$ cat src/common/rph_defines.vh
// Constants shared by the radio packet handler design.
`ifndef RPH_DEFINES_VH
`define RPH_DEFINES_VH
`define RPH_CCITT_POLY 16'h1021
`define RPH_CCITT_SEED 16'h1D0F
`define RPH_IBM_POLY 16'h8005
`define RPH_IBM_SEED 16'hFFFF
`define RPH_DCF_MANCH 2'h1
`define RPH_DCF_WHITE 2'h2
`define RPH_WHITE_SEED 9'h1FF
`define RPH_FIXED_LEN_MAX 11'h7FF
`define RPH_VAR_LEN_MAX 8'hFF
`define RPH_CRC_BITS 4'hF
`define RPH_FIFO_DEPTH 8
`define RPH_FIFO_AW 3
`define RPH_BYTE_LAST 3'h7
`endif

$ cat src/logic/rph_packet_handler.v
// Radio packet handler: continuous-mode pin paths, packet framer and deframer, payload FIFO.
// Operation
// - Continuous transmit: drive data clock out, sample data pin on its rising edge.
// - Continuous receive without bit sync: raw demodulator bit on data pin, no clock.
// - Continuous receive with bit sync: clean data plus clock, data changes on falling edge.
// - Bit synchroniser is always in use in packet mode.
// - Packet mode moves data through the FIFO; host may use it in sleep or standby.
// - Format 0 with nonzero length selects fixed framing, 1 to 2047 bytes.
// - Format 1 selects variable framing; first byte gives length up to 255.
// - Format 0 with length 0 is unlimited; length setting does not count bytes.
// - Unlimited receive without sync: no address, Manchester or dewhitening; fill bit starts filling.
// - Unlimited mode appends CRC on transmit, never checks it nor raises receive flags.
// - Transmit prepends preamble and sync, optionally appends CRC and applies DC-free coding.
// - Before start condition send preamble, or constant zero when preamble count is zero.
// - Start select 1: start the packet once one byte is in the FIFO.
// - Start select 0: start once FIFO level exceeds the threshold by one.
// - A start condition met before transmit begins lets the packet start as soon as the preamble has been sent.
// - Receive strips preamble and sync, decodes, filters; only payload reaches the FIFO.
// - Fixed receive takes exactly the programmed length after sync.
// - Variable receive loads length from first byte; over maximum discards the packet.
// - Address check compares first (fixed) or second (variable) byte; mismatch stops reception.
// - CRC enable checks the received CRC and reports it on the good flag.
// - Payload complete goes out on digital output 0; FIFO stays readable afterwards.
// - CRC failure clears FIFO and hides completion unless the keep bit is set.
// - CRC is CCITT with seed 1D0F complemented, or IBM with seed FFFF.
// - Manchester codes payload and CRC as 1 to 10 and 0 to 01.
// - Whitening XORs payload and CRC with a 9-bit LFSR sequence both ways.
`timescale 1ns/10ps
`include "rph_defines.vh"

module rph_fifo #(
  parameter WIDTH = 8,
  parameter DEPTH = `RPH_FIFO_DEPTH,
  parameter AW = `RPH_FIFO_AW
) (
  input wire clk, // System clock.
  input wire rst_n, // Synchronised reset, active low.
  input wire flush, // Empties the FIFO.
  input wire in_valid, // Write request.
  output wire in_ready, // Room for a word.
  input wire [WIDTH-1:0] in_data, // Word written.
  output wire out_valid, // A word is held.
  input wire out_ready, // Read request.
  output wire [WIDTH-1:0] out_data, // Oldest word.
  output wire [7:0] level // Words held.
);
  reg [WIDTH-1:0] mem [0:DEPTH-1];
  reg [AW-1:0] wp_reg;
  reg [AW-1:0] rp_reg;
  reg [AW:0] cnt_reg;
  wire push;
  wire pop;
  assign in_ready = (cnt_reg != DEPTH[AW:0]);
  assign out_valid = (cnt_reg != {(AW+1){1'b0}});
  assign out_data = mem[rp_reg];
  assign level = {{(7-AW){1'b0}}, cnt_reg};
  assign push = in_valid & in_ready & ~flush;
  assign pop = out_valid & out_ready & ~flush;

  always @(posedge clk)
  begin
    if (push)
      mem[wp_reg] <= in_data;
  end

  always @(posedge clk or negedge rst_n)
  begin
    if (!rst_n)
    begin
      wp_reg <= {AW{1'b0}};
      rp_reg <= {AW{1'b0}};
      cnt_reg <= {(AW+1){1'b0}};
    end
    else if (flush)
    begin
      wp_reg <= {AW{1'b0}};
      rp_reg <= {AW{1'b0}};
      cnt_reg <= {(AW+1){1'b0}};
    end
    else
    begin
      if (push)
        wp_reg <= (wp_reg == DEPTH[AW-1:0] - 1'b1) ? {AW{1'b0}} : wp_reg + 1'b1;
      if (pop)
        rp_reg <= (rp_reg == DEPTH[AW-1:0] - 1'b1) ? {AW{1'b0}} : rp_reg + 1'b1;
      if (push & ~pop)
        cnt_reg <= cnt_reg + 1'b1;
      else if (pop & ~push)
        cnt_reg <= cnt_reg - 1'b1;
    end
  end
endmodule

module rph_packet_handler #(
  parameter FIFO_DEPTH = `RPH_FIFO_DEPTH,
  parameter FIFO_AW = `RPH_FIFO_AW
) (
  input wire clk_sys, // System clock, 50 MHz.
  input wire rstn, // Asynchronous reset, active low.
  input wire packet_mode, // 1 packet mode, 0 continuous mode.
  input wire mode_tx, // Transmit mode.
  input wire mode_rx, // Receive mode.
  input wire bit_sync_enable, // Bit synchroniser on in continuous mode.
  input wire frame_format_select, // 0 fixed or unlimited, 1 variable.
  input wire [10:0] payload_length_setting, // Payload length or receive maximum.
  input wire transmit_start_select, // 1 start on first byte, 0 on threshold.
  input wire [5:0] fifo_threshold_setting, // FIFO threshold.
  input wire sync_detect_enable, // Sync word detection on.
  input wire fifo_fill_select, // Fill FIFO without sync when sync is off, unlimited format only.
  input wire [15:0] preamble_bytes, // Preamble length in bytes.
  input wire [2:0] sync_bytes, // Sync word length, 1 to 4 bytes.
  input wire [31:0] sync_word, // Sync word, first byte in the top bits.
  input wire crc_enable_bit, // CRC append and check.
  input wire crc_fail_keep_bit, // Keep payload on CRC failure.
  input wire crc_variant_select, // 0 CCITT, 1 IBM.
  input wire [1:0] dc_balance_select, // 01 Manchester, 10 whitening.
  input wire addr_check_enable, // Node address filtering.
  input wire [7:0] local_node_id, // Node address.
  input wire host_wr_valid, // Host writes a FIFO byte.
  input wire [7:0] host_wr_data, // Byte from host.
  output wire host_wr_ready, // FIFO has room.
  output wire host_rd_valid, // FIFO holds a byte.
  input wire host_rd_ready, // Host reads a FIFO byte.
  output wire [7:0] host_rd_data, // Byte to host.
  output wire [7:0] fifo_level, // FIFO fill level.
  input wire bit_clk_in, // Modem bit clock.
  input wire rx_bit_in, // Raw demodulator bit.
  output reg tx_bit_out, // Bit to modulator.
  output reg digital_output_0, // Payload complete or packet done.
  output reg digital_output_1, // Data clock.
  input wire digital_output_2_in, // Data pin level.
  output reg digital_output_2_out, // Data pin drive value.
  output reg digital_output_2_oe, // Data pin drive enable.
  output reg crc_good_flag, // Received CRC matched.
  output reg payload_complete_flag, // Payload is in the FIFO.
  output reg packet_done_flag // Last packet bit sent.
);
  localparam T_PRE = 3'h0;
  localparam T_SYNC = 3'h1;
  localparam T_PAY = 3'h2;
  localparam T_CRC = 3'h3;
  localparam T_DONE = 3'h4;
  localparam R_HUNT = 2'h0;
  localparam R_PAY = 2'h1;
  localparam R_CRC = 2'h2;
  localparam R_DONE = 2'h3;

  function [15:0] crc_step;
    input [15:0] c;
    input b;
    input ibm;
    begin
      crc_step = {c[14:0], 1'b0} ^ ((c[15] ^ b) ? (ibm ? `RPH_IBM_POLY : `RPH_CCITT_POLY) : 16'h0000);
    end
  endfunction

  function [8:0] lfsr_step;
    input [8:0] s;
    begin
      lfsr_step = {s[0] ^ s[5], s[8:1]};
    end
  endfunction

  reg rst_m_reg;
  reg rst_s_reg;
  reg bclk_m_reg;
  reg bclk_s_reg;
  reg bclk_d_reg;
  reg rxd_m_reg;
  reg rxd_s_reg;
  reg din_m_reg;
  reg din_s_reg;
  reg [2:0] tx_state_reg;
  reg [7:0] tx_byte_reg;
  reg [2:0] tx_bit_reg;
  reg [15:0] tx_pre_reg;
  reg [4:0] tx_sync_reg;
  reg [10:0] tx_rem_reg;
  reg tx_first_reg;
  reg tx_half_reg;
  reg [8:0] tx_lfsr_reg;
  reg [15:0] tx_crc_reg;
  reg [15:0] tx_crc_sh_reg;
  reg [3:0] tx_ccnt_reg;
  reg [1:0] rx_state_reg;
  reg [31:0] rx_sh_reg;
  reg [7:0] rx_byte_reg;
  reg [2:0] rx_bit_reg;
  reg [10:0] rx_idx_reg;
  reg [10:0] rx_rem_reg;
  reg rx_half_reg;
  reg rx_chip_reg;
  reg [8:0] rx_lfsr_reg;
  reg [15:0] rx_crc_reg;
  reg [15:0] rx_crc_sh_reg;
  reg [3:0] rx_ccnt_reg;
  reg rx_push_reg;
  reg [7:0] rx_data_reg;
  reg rx_flush_reg;
  reg rx_complete_reg;
  reg rx_sample_reg;

  wire rst_n = rst_s_reg;
  wire rise = bclk_s_reg & ~bclk_d_reg;
  wire fall = ~bclk_s_reg & bclk_d_reg;
  wire pk_tx = packet_mode & mode_tx;
  wire pk_rx = packet_mode & mode_rx & ~mode_tx;
  wire unl = ~frame_format_select & (payload_length_setting == 11'h000);
  wire feat_ok = ~(unl & ~sync_detect_enable);
  wire man_tx = (dc_balance_select == `RPH_DCF_MANCH);
  wire wh_tx = (dc_balance_select == `RPH_DCF_WHITE);
  wire man_rx = feat_ok & man_tx;
  wire wh_rx = feat_ok & wh_tx;
  wire addr_en = feat_ok & addr_check_enable;
  wire [15:0] crc_seed = crc_variant_select ? `RPH_IBM_SEED : `RPH_CCITT_SEED;
  wire fifo_in_ready;
  wire fifo_out_valid;
  wire [7:0] fifo_out_data;
  wire [5:0] sync_bits = {sync_bytes, 3'h0};
  wire [5:0] sync_shift = 6'h20 - sync_bits;
  wire sync_end = ({1'b0, tx_sync_reg} == sync_bits - 6'h01);
  wire tx_adv = ~man_tx | tx_half_reg;
  wire tx_src = (tx_state_reg == T_CRC) ? tx_crc_sh_reg[15] : tx_byte_reg[7];
  wire tx_dbit = wh_tx ? tx_src ^ tx_lfsr_reg[0] : tx_src;
  wire tx_chip = (man_tx & tx_half_reg) ? ~tx_dbit : tx_dbit;
  wire [15:0] tx_crc_n = crc_step(tx_crc_reg, tx_byte_reg[7], crc_variant_select);
  wire tx_byte_end = tx_adv & (tx_bit_reg == `RPH_BYTE_LAST);
  wire tx_last = unl ? ~fifo_out_valid : (tx_rem_reg == 11'h000);
  wire [16:0] pre_next = {1'b0, tx_pre_reg} + 17'h00001;
  wire start_ok = transmit_start_select ? fifo_out_valid : (fifo_level > {2'h0, fifo_threshold_setting});
  // The byte register rotates, so the whole length byte is still at hand when its last bit goes out.
  wire [7:0] tx_whole = {tx_byte_reg[6:0], tx_byte_reg[7]};
  wire tx_len = frame_format_select & tx_first_reg & (tx_whole != 8'h00);
  wire tx_load = (tx_state_reg == T_SYNC & sync_end) | (tx_state_reg == T_PAY & tx_byte_end & (tx_len | ~tx_last));
  wire tx_pop = pk_tx & rise & tx_load & fifo_out_valid;
  wire rx_adv = ~man_rx | rx_half_reg;
  wire rx_raw = man_rx ? rx_chip_reg : rxd_s_reg;
  wire rx_d = wh_rx ? rx_raw ^ rx_lfsr_reg[0] : rx_raw;
  wire [7:0] rx_b = {rx_byte_reg[6:0], rx_d};
  wire [31:0] sync_mask = 32'hFFFFFFFF >> sync_shift;
  wire sync_hit = ((({rx_sh_reg[30:0], rxd_s_reg}) ^ (sync_word >> sync_shift)) & sync_mask) == 32'h00000000;
  wire [10:0] rx_newrem = (rx_idx_reg == 11'h000) ?
    (frame_format_select ? {3'h0, rx_b} : payload_length_setting - 11'h001) : rx_rem_reg - 11'h001;
  wire addr_pos = frame_format_select ? (rx_idx_reg == 11'h001) : (rx_idx_reg == 11'h000);
  wire [15:0] rx_crc_fin = crc_variant_select ? rx_crc_reg : ~rx_crc_reg;
  wire host_pop = host_rd_ready & fifo_out_valid & ~pk_tx;

  assign host_rd_valid = fifo_out_valid;

  // Receive owns the FIFO write side in packet receive; host writes are ignored then.
  rph_fifo #(.WIDTH(8), .DEPTH(FIFO_DEPTH), .AW(FIFO_AW)) u_fifo (
    .clk(clk_sys),
    .rst_n(rst_n),
    .flush(rx_flush_reg),
    .in_valid(pk_rx ? rx_push_reg : host_wr_valid),
    .in_ready(fifo_in_ready),
    .in_data(pk_rx ? rx_data_reg : host_wr_data),
    .out_valid(fifo_out_valid),
    .out_ready(tx_pop | host_pop),
    .out_data(fifo_out_data),
    .level(fifo_level)
  );
  assign host_wr_ready = fifo_in_ready & ~pk_rx;
  assign host_rd_data = fifo_out_data;

  always @(posedge clk_sys or negedge rstn)
  begin
    if (!rstn)
    begin
      rst_m_reg <= 1'b0;
      rst_s_reg <= 1'b0;
    end
    else
    begin
      rst_m_reg <= 1'b1;
      rst_s_reg <= rst_m_reg;
    end
  end

  // Pin inputs are resynchronised; edges are found from the second and third stages.
  always @(posedge clk_sys or negedge rst_n)
  begin
    if (!rst_n)
    begin
      bclk_m_reg <= 1'b0;
      bclk_s_reg <= 1'b0;
      bclk_d_reg <= 1'b0;
      rxd_m_reg <= 1'b0;
      rxd_s_reg <= 1'b0;
      din_m_reg <= 1'b0;
      din_s_reg <= 1'b0;
    end
    else
    begin
      bclk_m_reg <= bit_clk_in;
      bclk_s_reg <= bclk_m_reg;
      bclk_d_reg <= bclk_s_reg;
      rxd_m_reg <= rx_bit_in;
      rxd_s_reg <= rxd_m_reg;
      din_m_reg <= digital_output_2_in;
      din_s_reg <= din_m_reg;
    end
  end

  // Continuous-mode pins and the bit handed to the modulator.
  always @(posedge clk_sys or negedge rst_n)
  begin
    if (!rst_n)
    begin
      tx_bit_out <= 1'b0;
      digital_output_1 <= 1'b0;
      digital_output_2_out <= 1'b0;
      digital_output_2_oe <= 1'b0;
      digital_output_0 <= 1'b0;
      rx_sample_reg <= 1'b0;
    end
    else
    begin
      digital_output_0 <= mode_tx ? packet_done_flag : payload_complete_flag;
      digital_output_1 <= ~packet_mode & (mode_tx | (mode_rx & bit_sync_enable)) & bclk_s_reg;
      digital_output_2_oe <= ~packet_mode & mode_rx & ~mode_tx;
      if (rise)
        rx_sample_reg <= rxd_s_reg;
      if (!bit_sync_enable)
        digital_output_2_out <= rxd_s_reg;
      else if (fall)
        digital_output_2_out <= rx_sample_reg;
      if (pk_tx)
      begin
        if (rise)
          tx_bit_out <= (tx_state_reg == T_PRE) ? ((preamble_bytes == 16'h0000) ? 1'b0 : ~tx_bit_reg[0]) :
            (tx_state_reg == T_SYNC) ? sync_word[~tx_sync_reg] :
            (tx_state_reg == T_DONE) ? 1'b0 : tx_chip;
      end
      else if (~packet_mode & mode_tx)
      begin
        if (rise)
          tx_bit_out <= din_s_reg;
      end
      else
        tx_bit_out <= 1'b0;
    end
  end

  // Transmit framer, advanced on each rising edge of the modem bit clock.
  always @(posedge clk_sys or negedge rst_n)
  begin
    if (!rst_n)
    begin
      tx_state_reg <= T_PRE;
      tx_byte_reg <= 8'h00;
      tx_bit_reg <= 3'h0;
      tx_pre_reg <= 16'h0000;
      tx_sync_reg <= 5'h00;
      tx_rem_reg <= 11'h000;
      tx_first_reg <= 1'b0;
      tx_half_reg <= 1'b0;
      tx_lfsr_reg <= `RPH_WHITE_SEED;
      tx_crc_reg <= `RPH_CCITT_SEED;
      tx_crc_sh_reg <= 16'h0000;
      tx_ccnt_reg <= 4'h0;
      packet_done_flag <= 1'b0;
    end
    else if (!pk_tx)
    begin
      tx_state_reg <= T_PRE;
      tx_bit_reg <= 3'h0;
      tx_pre_reg <= 16'h0000;
      tx_half_reg <= 1'b0;
      tx_lfsr_reg <= `RPH_WHITE_SEED;
      tx_crc_reg <= crc_seed;
      if (!mode_tx)
        packet_done_flag <= 1'b0;
    end
    else if (rise)
    begin
      case (tx_state_reg)
        T_PRE:
        begin
          tx_bit_reg <= tx_bit_reg + 3'h1;
          if (tx_bit_reg == `RPH_BYTE_LAST)
          begin
            if (pre_next[16] == 1'b0)
              tx_pre_reg <= pre_next[15:0];
            // A start condition already met on entry starts the packet after the preamble.
            if (start_ok & (pre_next >= {1'b0, preamble_bytes}))
            begin
              tx_state_reg <= T_SYNC;
              tx_sync_reg <= 5'h00;
            end
          end
        end
        T_SYNC:
        begin
          tx_sync_reg <= tx_sync_reg + 5'h01;
          if (sync_end)
          begin
            tx_state_reg <= T_PAY;
            tx_bit_reg <= 3'h0;
            tx_first_reg <= 1'b1;
            tx_byte_reg <= fifo_out_valid ? fifo_out_data : 8'h00;
            tx_rem_reg <= payload_length_setting - 11'h001;
          end
        end
        T_PAY:
        begin
          if (man_tx)
            tx_half_reg <= ~tx_half_reg;
          if (tx_adv)
          begin
            tx_crc_reg <= tx_crc_n;
            tx_lfsr_reg <= lfsr_step(tx_lfsr_reg);
            tx_bit_reg <= tx_bit_reg + 3'h1;
            tx_byte_reg <= {tx_byte_reg[6:0], tx_byte_reg[7]};
          end
          if (tx_byte_end)
          begin
            tx_first_reg <= 1'b0;
            if (tx_len)
            begin
              tx_rem_reg <= {3'h0, tx_whole} - 11'h001;
              tx_byte_reg <= fifo_out_valid ? fifo_out_data : 8'h00;
            end
            else if (!tx_last)
            begin
              tx_rem_reg <= tx_rem_reg - 11'h001;
              tx_byte_reg <= fifo_out_valid ? fifo_out_data : 8'h00;
            end
            else if (crc_enable_bit)
            begin
              tx_state_reg <= T_CRC;
              tx_ccnt_reg <= 4'h0;
              tx_crc_sh_reg <= crc_variant_select ? tx_crc_n : ~tx_crc_n;
            end
            else
              tx_state_reg <= T_DONE;
          end
        end
        T_CRC:
        begin
          if (man_tx)
            tx_half_reg <= ~tx_half_reg;
          if (tx_adv)
          begin
            tx_lfsr_reg <= lfsr_step(tx_lfsr_reg);
            tx_crc_sh_reg <= {tx_crc_sh_reg[14:0], 1'b0};
            tx_ccnt_reg <= tx_ccnt_reg + 4'h1;
            if (tx_ccnt_reg == `RPH_CRC_BITS)
              tx_state_reg <= T_DONE;
          end
        end
        T_DONE:
          packet_done_flag <= 1'b1;
        default:
          tx_state_reg <= T_PRE;
      endcase
    end
  end

  // Receive deframer; bits are sampled on rising bit clock edges in packet mode.
  always @(posedge clk_sys or negedge rst_n)
  begin
    if (!rst_n)
    begin
      rx_state_reg <= R_HUNT;
      rx_sh_reg <= 32'h00000000;
      rx_byte_reg <= 8'h00;
      rx_bit_reg <= 3'h0;
      rx_idx_reg <= 11'h000;
      rx_rem_reg <= 11'h000;
      rx_half_reg <= 1'b0;
      rx_chip_reg <= 1'b0;
      rx_lfsr_reg <= `RPH_WHITE_SEED;
      rx_crc_reg <= `RPH_CCITT_SEED;
      rx_crc_sh_reg <= 16'h0000;
      rx_ccnt_reg <= 4'h0;
      rx_push_reg <= 1'b0;
      rx_data_reg <= 8'h00;
      rx_flush_reg <= 1'b0;
      rx_complete_reg <= 1'b0;
      crc_good_flag <= 1'b0;
    end
    else
    begin
      rx_push_reg <= 1'b0;
      rx_flush_reg <= 1'b0;
      rx_complete_reg <= 1'b0;
      if (!pk_rx)
        rx_state_reg <= R_HUNT;
      else if (rise)
      begin
        case (rx_state_reg)
          R_HUNT:
          begin
            rx_sh_reg <= {rx_sh_reg[30:0], rxd_s_reg};
            if (sync_detect_enable ? sync_hit : (unl & fifo_fill_select))
            begin
              rx_state_reg <= R_PAY;
              rx_bit_reg <= 3'h0;
              rx_idx_reg <= 11'h000;
              rx_half_reg <= 1'b0;
              rx_lfsr_reg <= `RPH_WHITE_SEED;
              rx_crc_reg <= crc_seed;
              crc_good_flag <= 1'b0;
            end
          end
          R_PAY:
          begin
            if (man_rx)
              rx_half_reg <= ~rx_half_reg;
            if (man_rx & ~rx_half_reg)
              rx_chip_reg <= rxd_s_reg;
            if (rx_adv)
            begin
              rx_crc_reg <= crc_step(rx_crc_reg, rx_d, crc_variant_select);
              rx_lfsr_reg <= lfsr_step(rx_lfsr_reg);
              rx_byte_reg <= rx_b;
              rx_bit_reg <= rx_bit_reg + 3'h1;
              if (rx_bit_reg == `RPH_BYTE_LAST)
              begin
                if (rx_idx_reg != `RPH_FIXED_LEN_MAX)
                  rx_idx_reg <= rx_idx_reg + 11'h001;
                if (frame_format_select & (rx_idx_reg == 11'h000) & ({3'h0, rx_b} > payload_length_setting))
                begin
                  rx_flush_reg <= 1'b1;
                  rx_state_reg <= R_HUNT;
                end
                else if (addr_en & ~unl & addr_pos & (rx_b != local_node_id))
                begin
                  rx_flush_reg <= 1'b1;
                  rx_state_reg <= R_HUNT;
                end
                else
                begin
                  rx_push_reg <= 1'b1;
                  rx_data_reg <= rx_b;
                  rx_rem_reg <= rx_newrem;
                  if (~unl & (rx_newrem == 11'h000))
                  begin
                    rx_ccnt_reg <= 4'h0;
                    if (crc_enable_bit)
                      rx_state_reg <= R_CRC;
                    else
                    begin
                      rx_state_reg <= R_DONE;
                      rx_complete_reg <= 1'b1;
                    end
                  end
                end
              end
            end
          end
          R_CRC:
          begin
            if (man_rx)
              rx_half_reg <= ~rx_half_reg;
            if (man_rx & ~rx_half_reg)
              rx_chip_reg <= rxd_s_reg;
            if (rx_adv)
            begin
              rx_lfsr_reg <= lfsr_step(rx_lfsr_reg);
              rx_crc_sh_reg <= {rx_crc_sh_reg[14:0], rx_d};
              rx_ccnt_reg <= rx_ccnt_reg + 4'h1;
              if (rx_ccnt_reg == `RPH_CRC_BITS)
              begin
                rx_state_reg <= R_DONE;
                crc_good_flag <= ({rx_crc_sh_reg[14:0], rx_d} == rx_crc_fin);
                if (({rx_crc_sh_reg[14:0], rx_d} == rx_crc_fin) | crc_fail_keep_bit)
                  rx_complete_reg <= 1'b1;
                else
                  rx_flush_reg <= 1'b1;
              end
            end
          end
          R_DONE:
            rx_state_reg <= R_DONE;
          default:
            rx_state_reg <= R_HUNT;
        endcase
      end
    end
  end

  // Completion stays up until the host drains the FIFO or a receive flush clears it; a new completion wins over the clear.
  always @(posedge clk_sys or negedge rst_n)
  begin
    if (!rst_n)
      payload_complete_flag <= 1'b0;
    else if (rx_complete_reg)
      payload_complete_flag <= 1'b1;
    else if (rx_flush_reg | (host_pop & (fifo_level == 8'h01)))
      payload_complete_flag <= 1'b0;
  end
endmodule

$ cat config.mk
export PLATFORM = sky130hd
export DESIGN_NAME = rph_packet_handler
export DESIGN_NICKNAME = d
export VERILOG_FILES = /design/src/logic/rph_packet_handler.v
export VERILOG_INCLUDE_DIRS = /design/src /design/src/common
export SDC_FILE = /design/constraint.sdc
export NUM_CORES = 1
export LEC_CHECK = 0
export BUFFER_PORTS_ARGS = -buffer_cell sky130_fd_sc_hd__clkbuf_2
export CAP_MARGIN = 20
export CORE_AREA = 3 3 165 183
export DETAILED_ROUTE_END_ITERATION = 6
export DIE_AREA = 0 0 168 186
export PLACE_DENSITY = 0.86
export SLEW_MARGIN = 20
export SYNTH_ARGS = -nofsm -noshare
export SYNTH_HDL_FRONTEND = slang
export SYNTH_HIERARCHICAL = 1
export SYNTH_SLANG_ARGS = --single-unit
$ cat constraint.sdc
create_clock -name clk_sys -period 16.9 [get_ports clk_sys]
set_input_delay 0.845 -clock clk_sys [delete_from_list [all_inputs] [get_ports clk_sys]]
set_output_delay 0.845 -clock clk_sys [all_outputs]
set_load 0.005 [all_outputs]
# Word level (Yosys, flattened, before mapping)
# Memories as Yosys holds them, arrays and structs flattened.
# Index checks and enable logic that the tools add are counted.
[word_totals]
mem_count = 1
in_bits = 105
regBits = 243
mem_bits_rw = 64
word_cells = 463
[memory_table]
columns = ["name", "words", "width", "rd", "rd_ports_with_merged_regs", "wr", "line", "text"]
rows = [
  ["u_fifo.mem", 8, 8, 1, 0, 1, "rph_packet_handler.v:47", "reg [WIDTH-1:0] mem [0:DEPTH-1];"],
]
[op_classes]
n_addsub = 17
mux = 181
n_eq_ne = 72
order_cmp = 4
bitwise = 89
n_reduce_logical = 48
n_shift = 2
[op_table]
columns = ["op", "count"]
rows = [
  ["two-way mux 16 bit", 22],
  ["two-way mux 11 bit", 10],
  ["two-way mux 3 bit", 23],
  ["two-way mux 1 bit", 68],
  ["case mux 16 bit (2 select lines)", 2],
  ["two-way mux 4 bit", 14],
  ["two-way mux 8 bit", 7],
  ["two-way mux 9 bit", 6],
  ["AND 1 bit", 45],
  ["zero test 11 bit", 4],
  ["case mux 11 bit (2 select lines)", 2],
  ["!= test 2 bit (second input constant)", 21],
  ["!= test 3 bit (second input constant)", 12],
  ["subtractor 11 x 1 -> 11 bit (second input constant)", 3],
  ["AND 32 bit", 1],
  ["zero test 32 bit", 1],
  ["inverter 16 bit", 2],
  [">> shifter 32 x 6 -> 32 bit", 1],
  [">> shifter 32 x 6 -> 32 bit (first input constant)", 1],
  ["XOR 16 bit", 2],
  ["XOR 32 bit", 1],
  ["AND reduction 5 bit", 5],
  ["!= test 2 x 1 -> 1 bit (second input constant)", 12],
  ["AND reduction 4 bit", 6],
  ["other kinds (60)", 142],
]

# Logic depth before layout (Yosys ltp)
[logic_depth]
depth_word = 20
mapped_depth = 18

# Cells and area by module
# Netlist, hierarchy kept.
[by_module_without_submodules]
columns = ["module", "instances", "area_per_inst_um2", "seq_area_each_um2", "cells_each"]
rows = [
  ["rph_packet_handler", 1, 14929.3, 5873.1, 1607],
  ["rph_fifo", 1, 3214.3, 2172.1, 182],
]

# Least setup slack after synthesis
# Ideal clock, no wire load.
[synth_path]
kind = "in2reg"
from = "input sync_bytes[0]"
to = "register u_fifo.cnt_reg[3]"
arrival_ns = 4.542
stages = 18
slack_ns = 12.223
n_path_buf = 4
cell_sequence = "buf_2 > buf_1 > inv_2 > ha_1 > clkbuf_1 > clkbuf_1 > xnor2_1 > nor3_1 > and2_1 > o211a_1 > or2_2 > o41ai_4 > nand2_2 > ha_1 > a21o_1 > a21o_1 > a311oi_1 > o31ai_1"
[synth_between]
elab_chain_cells = 13
word_cells_on_any_way = 15
[synth_lines]
columns = ["element", "line", "text"]
rows = [
  ["start, declared", "rph_packet_handler.v:111", "input wire [2:0] sync_bytes,"],
  ["subtractor 6 x 1 -> 6 bit (*)", "rph_packet_handler.v:221", "wire sync_end = ({1'b0, tx_sync_reg} == sync_bits - 6'h01);"],
  ["equality test 5 x 6 -> 1 bit (*)", "rph_packet_handler.v:221", ""],
  ["AND 1 bit (*)", "rph_packet_handler.v:234", "wire tx_load = (tx_state_reg == T_SYNC & sync_end) | (tx_state_reg == T_PAY & tx_byte_end & (tx_len | ~tx_last ..."],
  ["OR 1 bit (*)", "rph_packet_handler.v:234", ""],
  ["AND 1 bit (*) (2 in a row)", "rph_packet_handler.v:235", "wire tx_pop = pk_tx & rise & tx_load & fifo_out_valid;"],
  ["OR 1 bit (*)", "rph_packet_handler.v:259", ".out_ready(tx_pop | host_pop),"],
  ["AND 1 bit (*) (2 in a row)", "rph_packet_handler.v:58", "assign pop = out_valid & out_ready & ~flush;"],
  ["inverter 1 bit", "rph_packet_handler.v:86", "if (push & ~pop)"],
  ["AND 1 bit", "rph_packet_handler.v:86", ""],
  ["two-way mux 4 bit", "rph_packet_handler.v:86", ""],
  ["two-way mux 4 bit", "rph_packet_handler.v:74", "else if (flush)"],
  ["end signal, assigned", "rph_packet_handler.v:78", "cnt_reg <= {(AW+1){1'b0}};"],
  ["end signal, assigned", "rph_packet_handler.v:87", "cnt_reg <= cnt_reg + 1'b1;"],
  ["end signal, assigned", "rph_packet_handler.v:89", "cnt_reg <= cnt_reg - 1'b1;"],
  ["end, declared", "rph_packet_handler.v:50", "reg [AW:0] cnt_reg;"],
]
# Mark *: on every way between the ends. The rest lies on a longest branch, timed or not.
# A chain may end at the register's enable or synchronous reset.

# Final worst setup path
[layout_path]
from = "input sync_bytes[0]"
to = "register rx_lfsr_reg[4]"
[layout_between]
elab_chain_cells = 8
word_cells_on_any_way = 9
[layout_lines]
columns = ["element", "line", "text"]
rows = [
  ["subtractor 6 bit (*)", "rph_packet_handler.v:220", "wire [5:0] sync_shift = 6'h20 - sync_bits;"],
  [">> shifter 32 x 6 -> 32 bit", "rph_packet_handler.v:241", "wire sync_hit = ((({rx_sh_reg[30:0], rxd_s_reg}) ^ (sync_word >> sync_shift)) & sync_mask) == 32'h00000000;"],
  ["XOR 32 bit", "rph_packet_handler.v:241", ""],
  ["AND 32 bit (*)", "rph_packet_handler.v:241", ""],
  ["zero test 32 bit (*)", "rph_packet_handler.v:241", ""],
  ["two-way mux 1 bit (*)", "rph_packet_handler.v:496", "if (sync_detect_enable ? sync_hit : (unl & fifo_fill_select))"],
  ["!= test 2 bit (no source line) (*)", "--", ""],
  ["AND reduction 5 bit (no source line) (*)", "--", ""],
  ["end signal, assigned", "rph_packet_handler.v:502", "rx_lfsr_reg <= `RPH_WHITE_SEED;"],
  ["end signal, assigned", "rph_packet_handler.v:516", "rx_lfsr_reg <= lfsr_step(rx_lfsr_reg);"],
  ["end signal, assigned", "rph_packet_handler.v:561", "rx_lfsr_reg <= lfsr_step(rx_lfsr_reg);"],
  ["end, declared", "rph_packet_handler.v:193", "reg [8:0] rx_lfsr_reg;"],
]
# Marks and branches as above.

==> results.cfg <==
[placed_design]
dp_hpwl_um = 31300
pre_cts_ws_ns = 11.03
place.gp.congestion = 0.912
numPortBuffers = 126

[finish]
antenna_cells = 0
largest_reg_flops = 64
layout_commonest_cell = dfrtp_1
final_util_pct = 70.4
multi_input_area_um2 = 9470
area_growth_pct = 10.7
nFillCells = 2010
regArea_um2 = 8050
most-common-layout-cells = dfrtp_1, nand2_1, clkbuf_2
nNetsFinal = 2043
layout-drive-gt1-share_pct = 19.9

[synth]
synth-seq-area-share_pct = 44.3
synth_largest_area_cell = dfrtp_1
yosys_warnings = 6
ys_seq_elements = 307
synth-edff-count = 64
syn-mean-instance-area_um2 = 10.1
synth_ff_type = dfrtp_1
synth.area.top_cells = dfrtp_1, edfxtp_1, mux2_2, dfstp_2, ha_1
async_reset_ff_share_pct = 79.2
synth_cell_type_count = 90
syn_inst = 1789
syn_area_um2 = 18100
yosys.area.top_type_share_pct = 28.8

[detailed_routing]
postRouteAntennaNets = 0
wirelength_um = 45100
via_per_inst = 6.46
wire_per_inst_um = 19.9
firstDrtPassIters = 7
via_count = 14600
drc_errors = 0
drt_iter0_drc = 1508

[clocking]
path_clk_slew_ns = 0.06
clock_sinks = 307
cts_resized = 0
clk_path_buf_depth = 3
ctsHoldBuffers = 0
cts_buffers = 34
insertion_delay_ns = 0.52
cts_htree_levels = 2
postCtsSetupBuffers = 0
cts_tree = done
root_buffer = clkbuf_16

[setup_path]
crit_required_ns = 17.33
crit_path_frequent_cell = mux2i_1
critPathMaxFanout = 46
crit_path_max_incr_delay_ns = 0.71
cp_slowest_cell = clkbuf_2
path_class = primary input to flop
cp_cell_sequence = clkbuf_2 > inv_2 > ha_1 > buf_4 > mux2i_1 > mux2i_1 > xnor2_1 > nand4_1 > o31ai_1 > nand3_1 > nor3b_2 > mux2_2
endpoint_kind = flop
start_kind = primary input
arrival_ns = 5.46

[sta]
rsz0062_at_grt = false
max_freq_mhz = 199
finalClockSkew_ns = 0.0191
setup_viol = 0
min_period_ns = 5.02
finalSetupTns_ns = 0
slew_headroom_pct = 24.1
fin_ws_ns = 11.88
tightest_slew_ns = 1.11
final-hold-violation-count = 0
slew_violations = 0
fin_crit_sh_pct = 29.7

[global_route]
use_met1_pct = 37.5
grt_pass1_wl_um = 72800
grt_pass1_vias = 14400
grt.busiest_layer = met2
grt_antenna_before_repair = 2
met3_usage_pct = 4.69
grt.total_usage_pct = 28.5
grtUsageMet2_pct = 47.9
grt_max_degree = 80
grt-ovfl-total = 0

[floorplanning]
core_um2 = 28500
die_y_um = 186
ios = 131
die_w_um = 168
start_util_pct = 63.6
design.die.area_um2 = 31200
row_count = 65

[power_and_ir_drop]
p_clk_share_pct = 36.6
combPwrFrac_pct = 18.2
intPower_mw = 1.41
p_leak_nw = 8.78
p_seq_share_pct = 45.2
switching_power_mw = 0.560
powerDensity_nw_per_um2 = 98.3
switching_share_pct = 28.4
peakVddDrop_mv = 0.0895

[run]
max-cap-violations = 0

[outcome]
outcome = complete, no violations

[hold_path]
hp-class = primary input to asynchronous set/reset pin
[synth_stat cells (all sizes together), types with 12 or more instances]
library cell / number
dfrtp: 209
nand2: 185
nor2: 111
mux2: 94
a21oi: 90
o21ai: 83
xnor2: 70
clkbuf: 69
inv: 67
edfxtp: 64
ha: 61
nand3: 53
xor2: 51
nand2b: 50
mux2i: 43
nor3: 39
nor4: 35
dfstp: 34
mux4: 28
buf: 27
nand4: 26
a21o: 22
nor3b: 18
and3: 17
a31oi: 16
nor2b: 16
o221ai: 16
or3: 15
a22o: 13
o22ai: 12
[per-layer routing]
metal | vias up | part of all wire, %
met4 | 2 | 3.7
met3 | 135 | 7.9
li1 | 6688 | -
met1 | 7094 | 40
met2 | 730 | 48
met5 | - | 0.024
[cell type report]
class                           count  area share [%]
Timing Repair Buffer              144            3.81
Tap cell                          368            2.29
Clock inverter                     16           0.679
Clock buffer                       45            4.70
Multi-Input combinational cell   1321            47.2
Sequential cell                   307            40.1
Inverter                           68            1.27
[per-stage QoR]
step	cells	instance area [µm²]	hold WS, ns	power [mW]
2_1_floorplan	1792	18200	0.331	1.13
3_3_place_gp	2208	19000	0.336	1.24
3_5_place_dp	2208	19000	0.338	1.26
4_1_cts	2269	20100	0.0834	1.98
5_1_grt	2269	20100	0.0859	2.06
6_report	2269	20100	0.100	1.97
[path summary, 6_finish.rpt]
check,cells past startpoint,slack (ns),end,from
worst min-delay path,1,0.10,rst_n$_DFF_PN0_,rstn
worst min register to register,0,0.34,rx_sh_reg[12]$_DFFE_PN0P_,rst_n$_DFF_PN0_
worst max register to register,14,12.45,u_fifo/cnt_reg[3]$_DFFE_PN0P_,tx_byte_reg[3]$_DFFE_PN0P_
min in group clk_sys,0,0.36,rst_n$_DFF_PN0_,rst_m_reg$_DFF_PN0_
max in group asynchronous,2,14.48,rx_crc_sh_reg[10]$_DFFE_PN0P_,rst_n$_DFF_PN0_
worst max-delay path,12,11.88,rx_lfsr_reg[4]$_DFFE_PN1P_,sync_bytes[0]
[critical path: cells and delay by family]
| kind | cells | cell delay [ns] |
|---|---|---|
| mux | 3 | 0.87 |
| compound gates | 1 | 0.68 |
| xor+xnor | 1 | 0.17 |
| buf+inv | 3 | 1.37 |
| fa+ha+maj | 1 | 0.48 |
| simple gates | 3 | 1.02 |
[power by group through the flow]
| stage | Clock [mW] | Sequential [mW] | Combinational, mW |
|---|---|---|---|
| 2_1_floorplan | 0 | 0.869 | 0.265 |
| 4_1_cts | 0.731 | 0.893 | 0.358 |
| 3_5_place_dp | 0 | 0.905 | 0.355 |
| 5_1_grt | 0.763 | 0.902 | 0.390 |
| 6_report | 0.722 | 0.893 | 0.360 |
| 3_3_place_gp | 0 | 0.901 | 0.339 |
[cells by family after synthesis]
group	after synthesis	share of synthesized area (%)
mux	165	11.7
compound gates	339	12.4
buf+inv	164	3.59
xor+xnor	121	5.84
other cells	2	0.0414
simple gates	629	17.8
fa+ha+maj	62	4.32
flops	307	44.3
(Power assumes the default switching activity.)
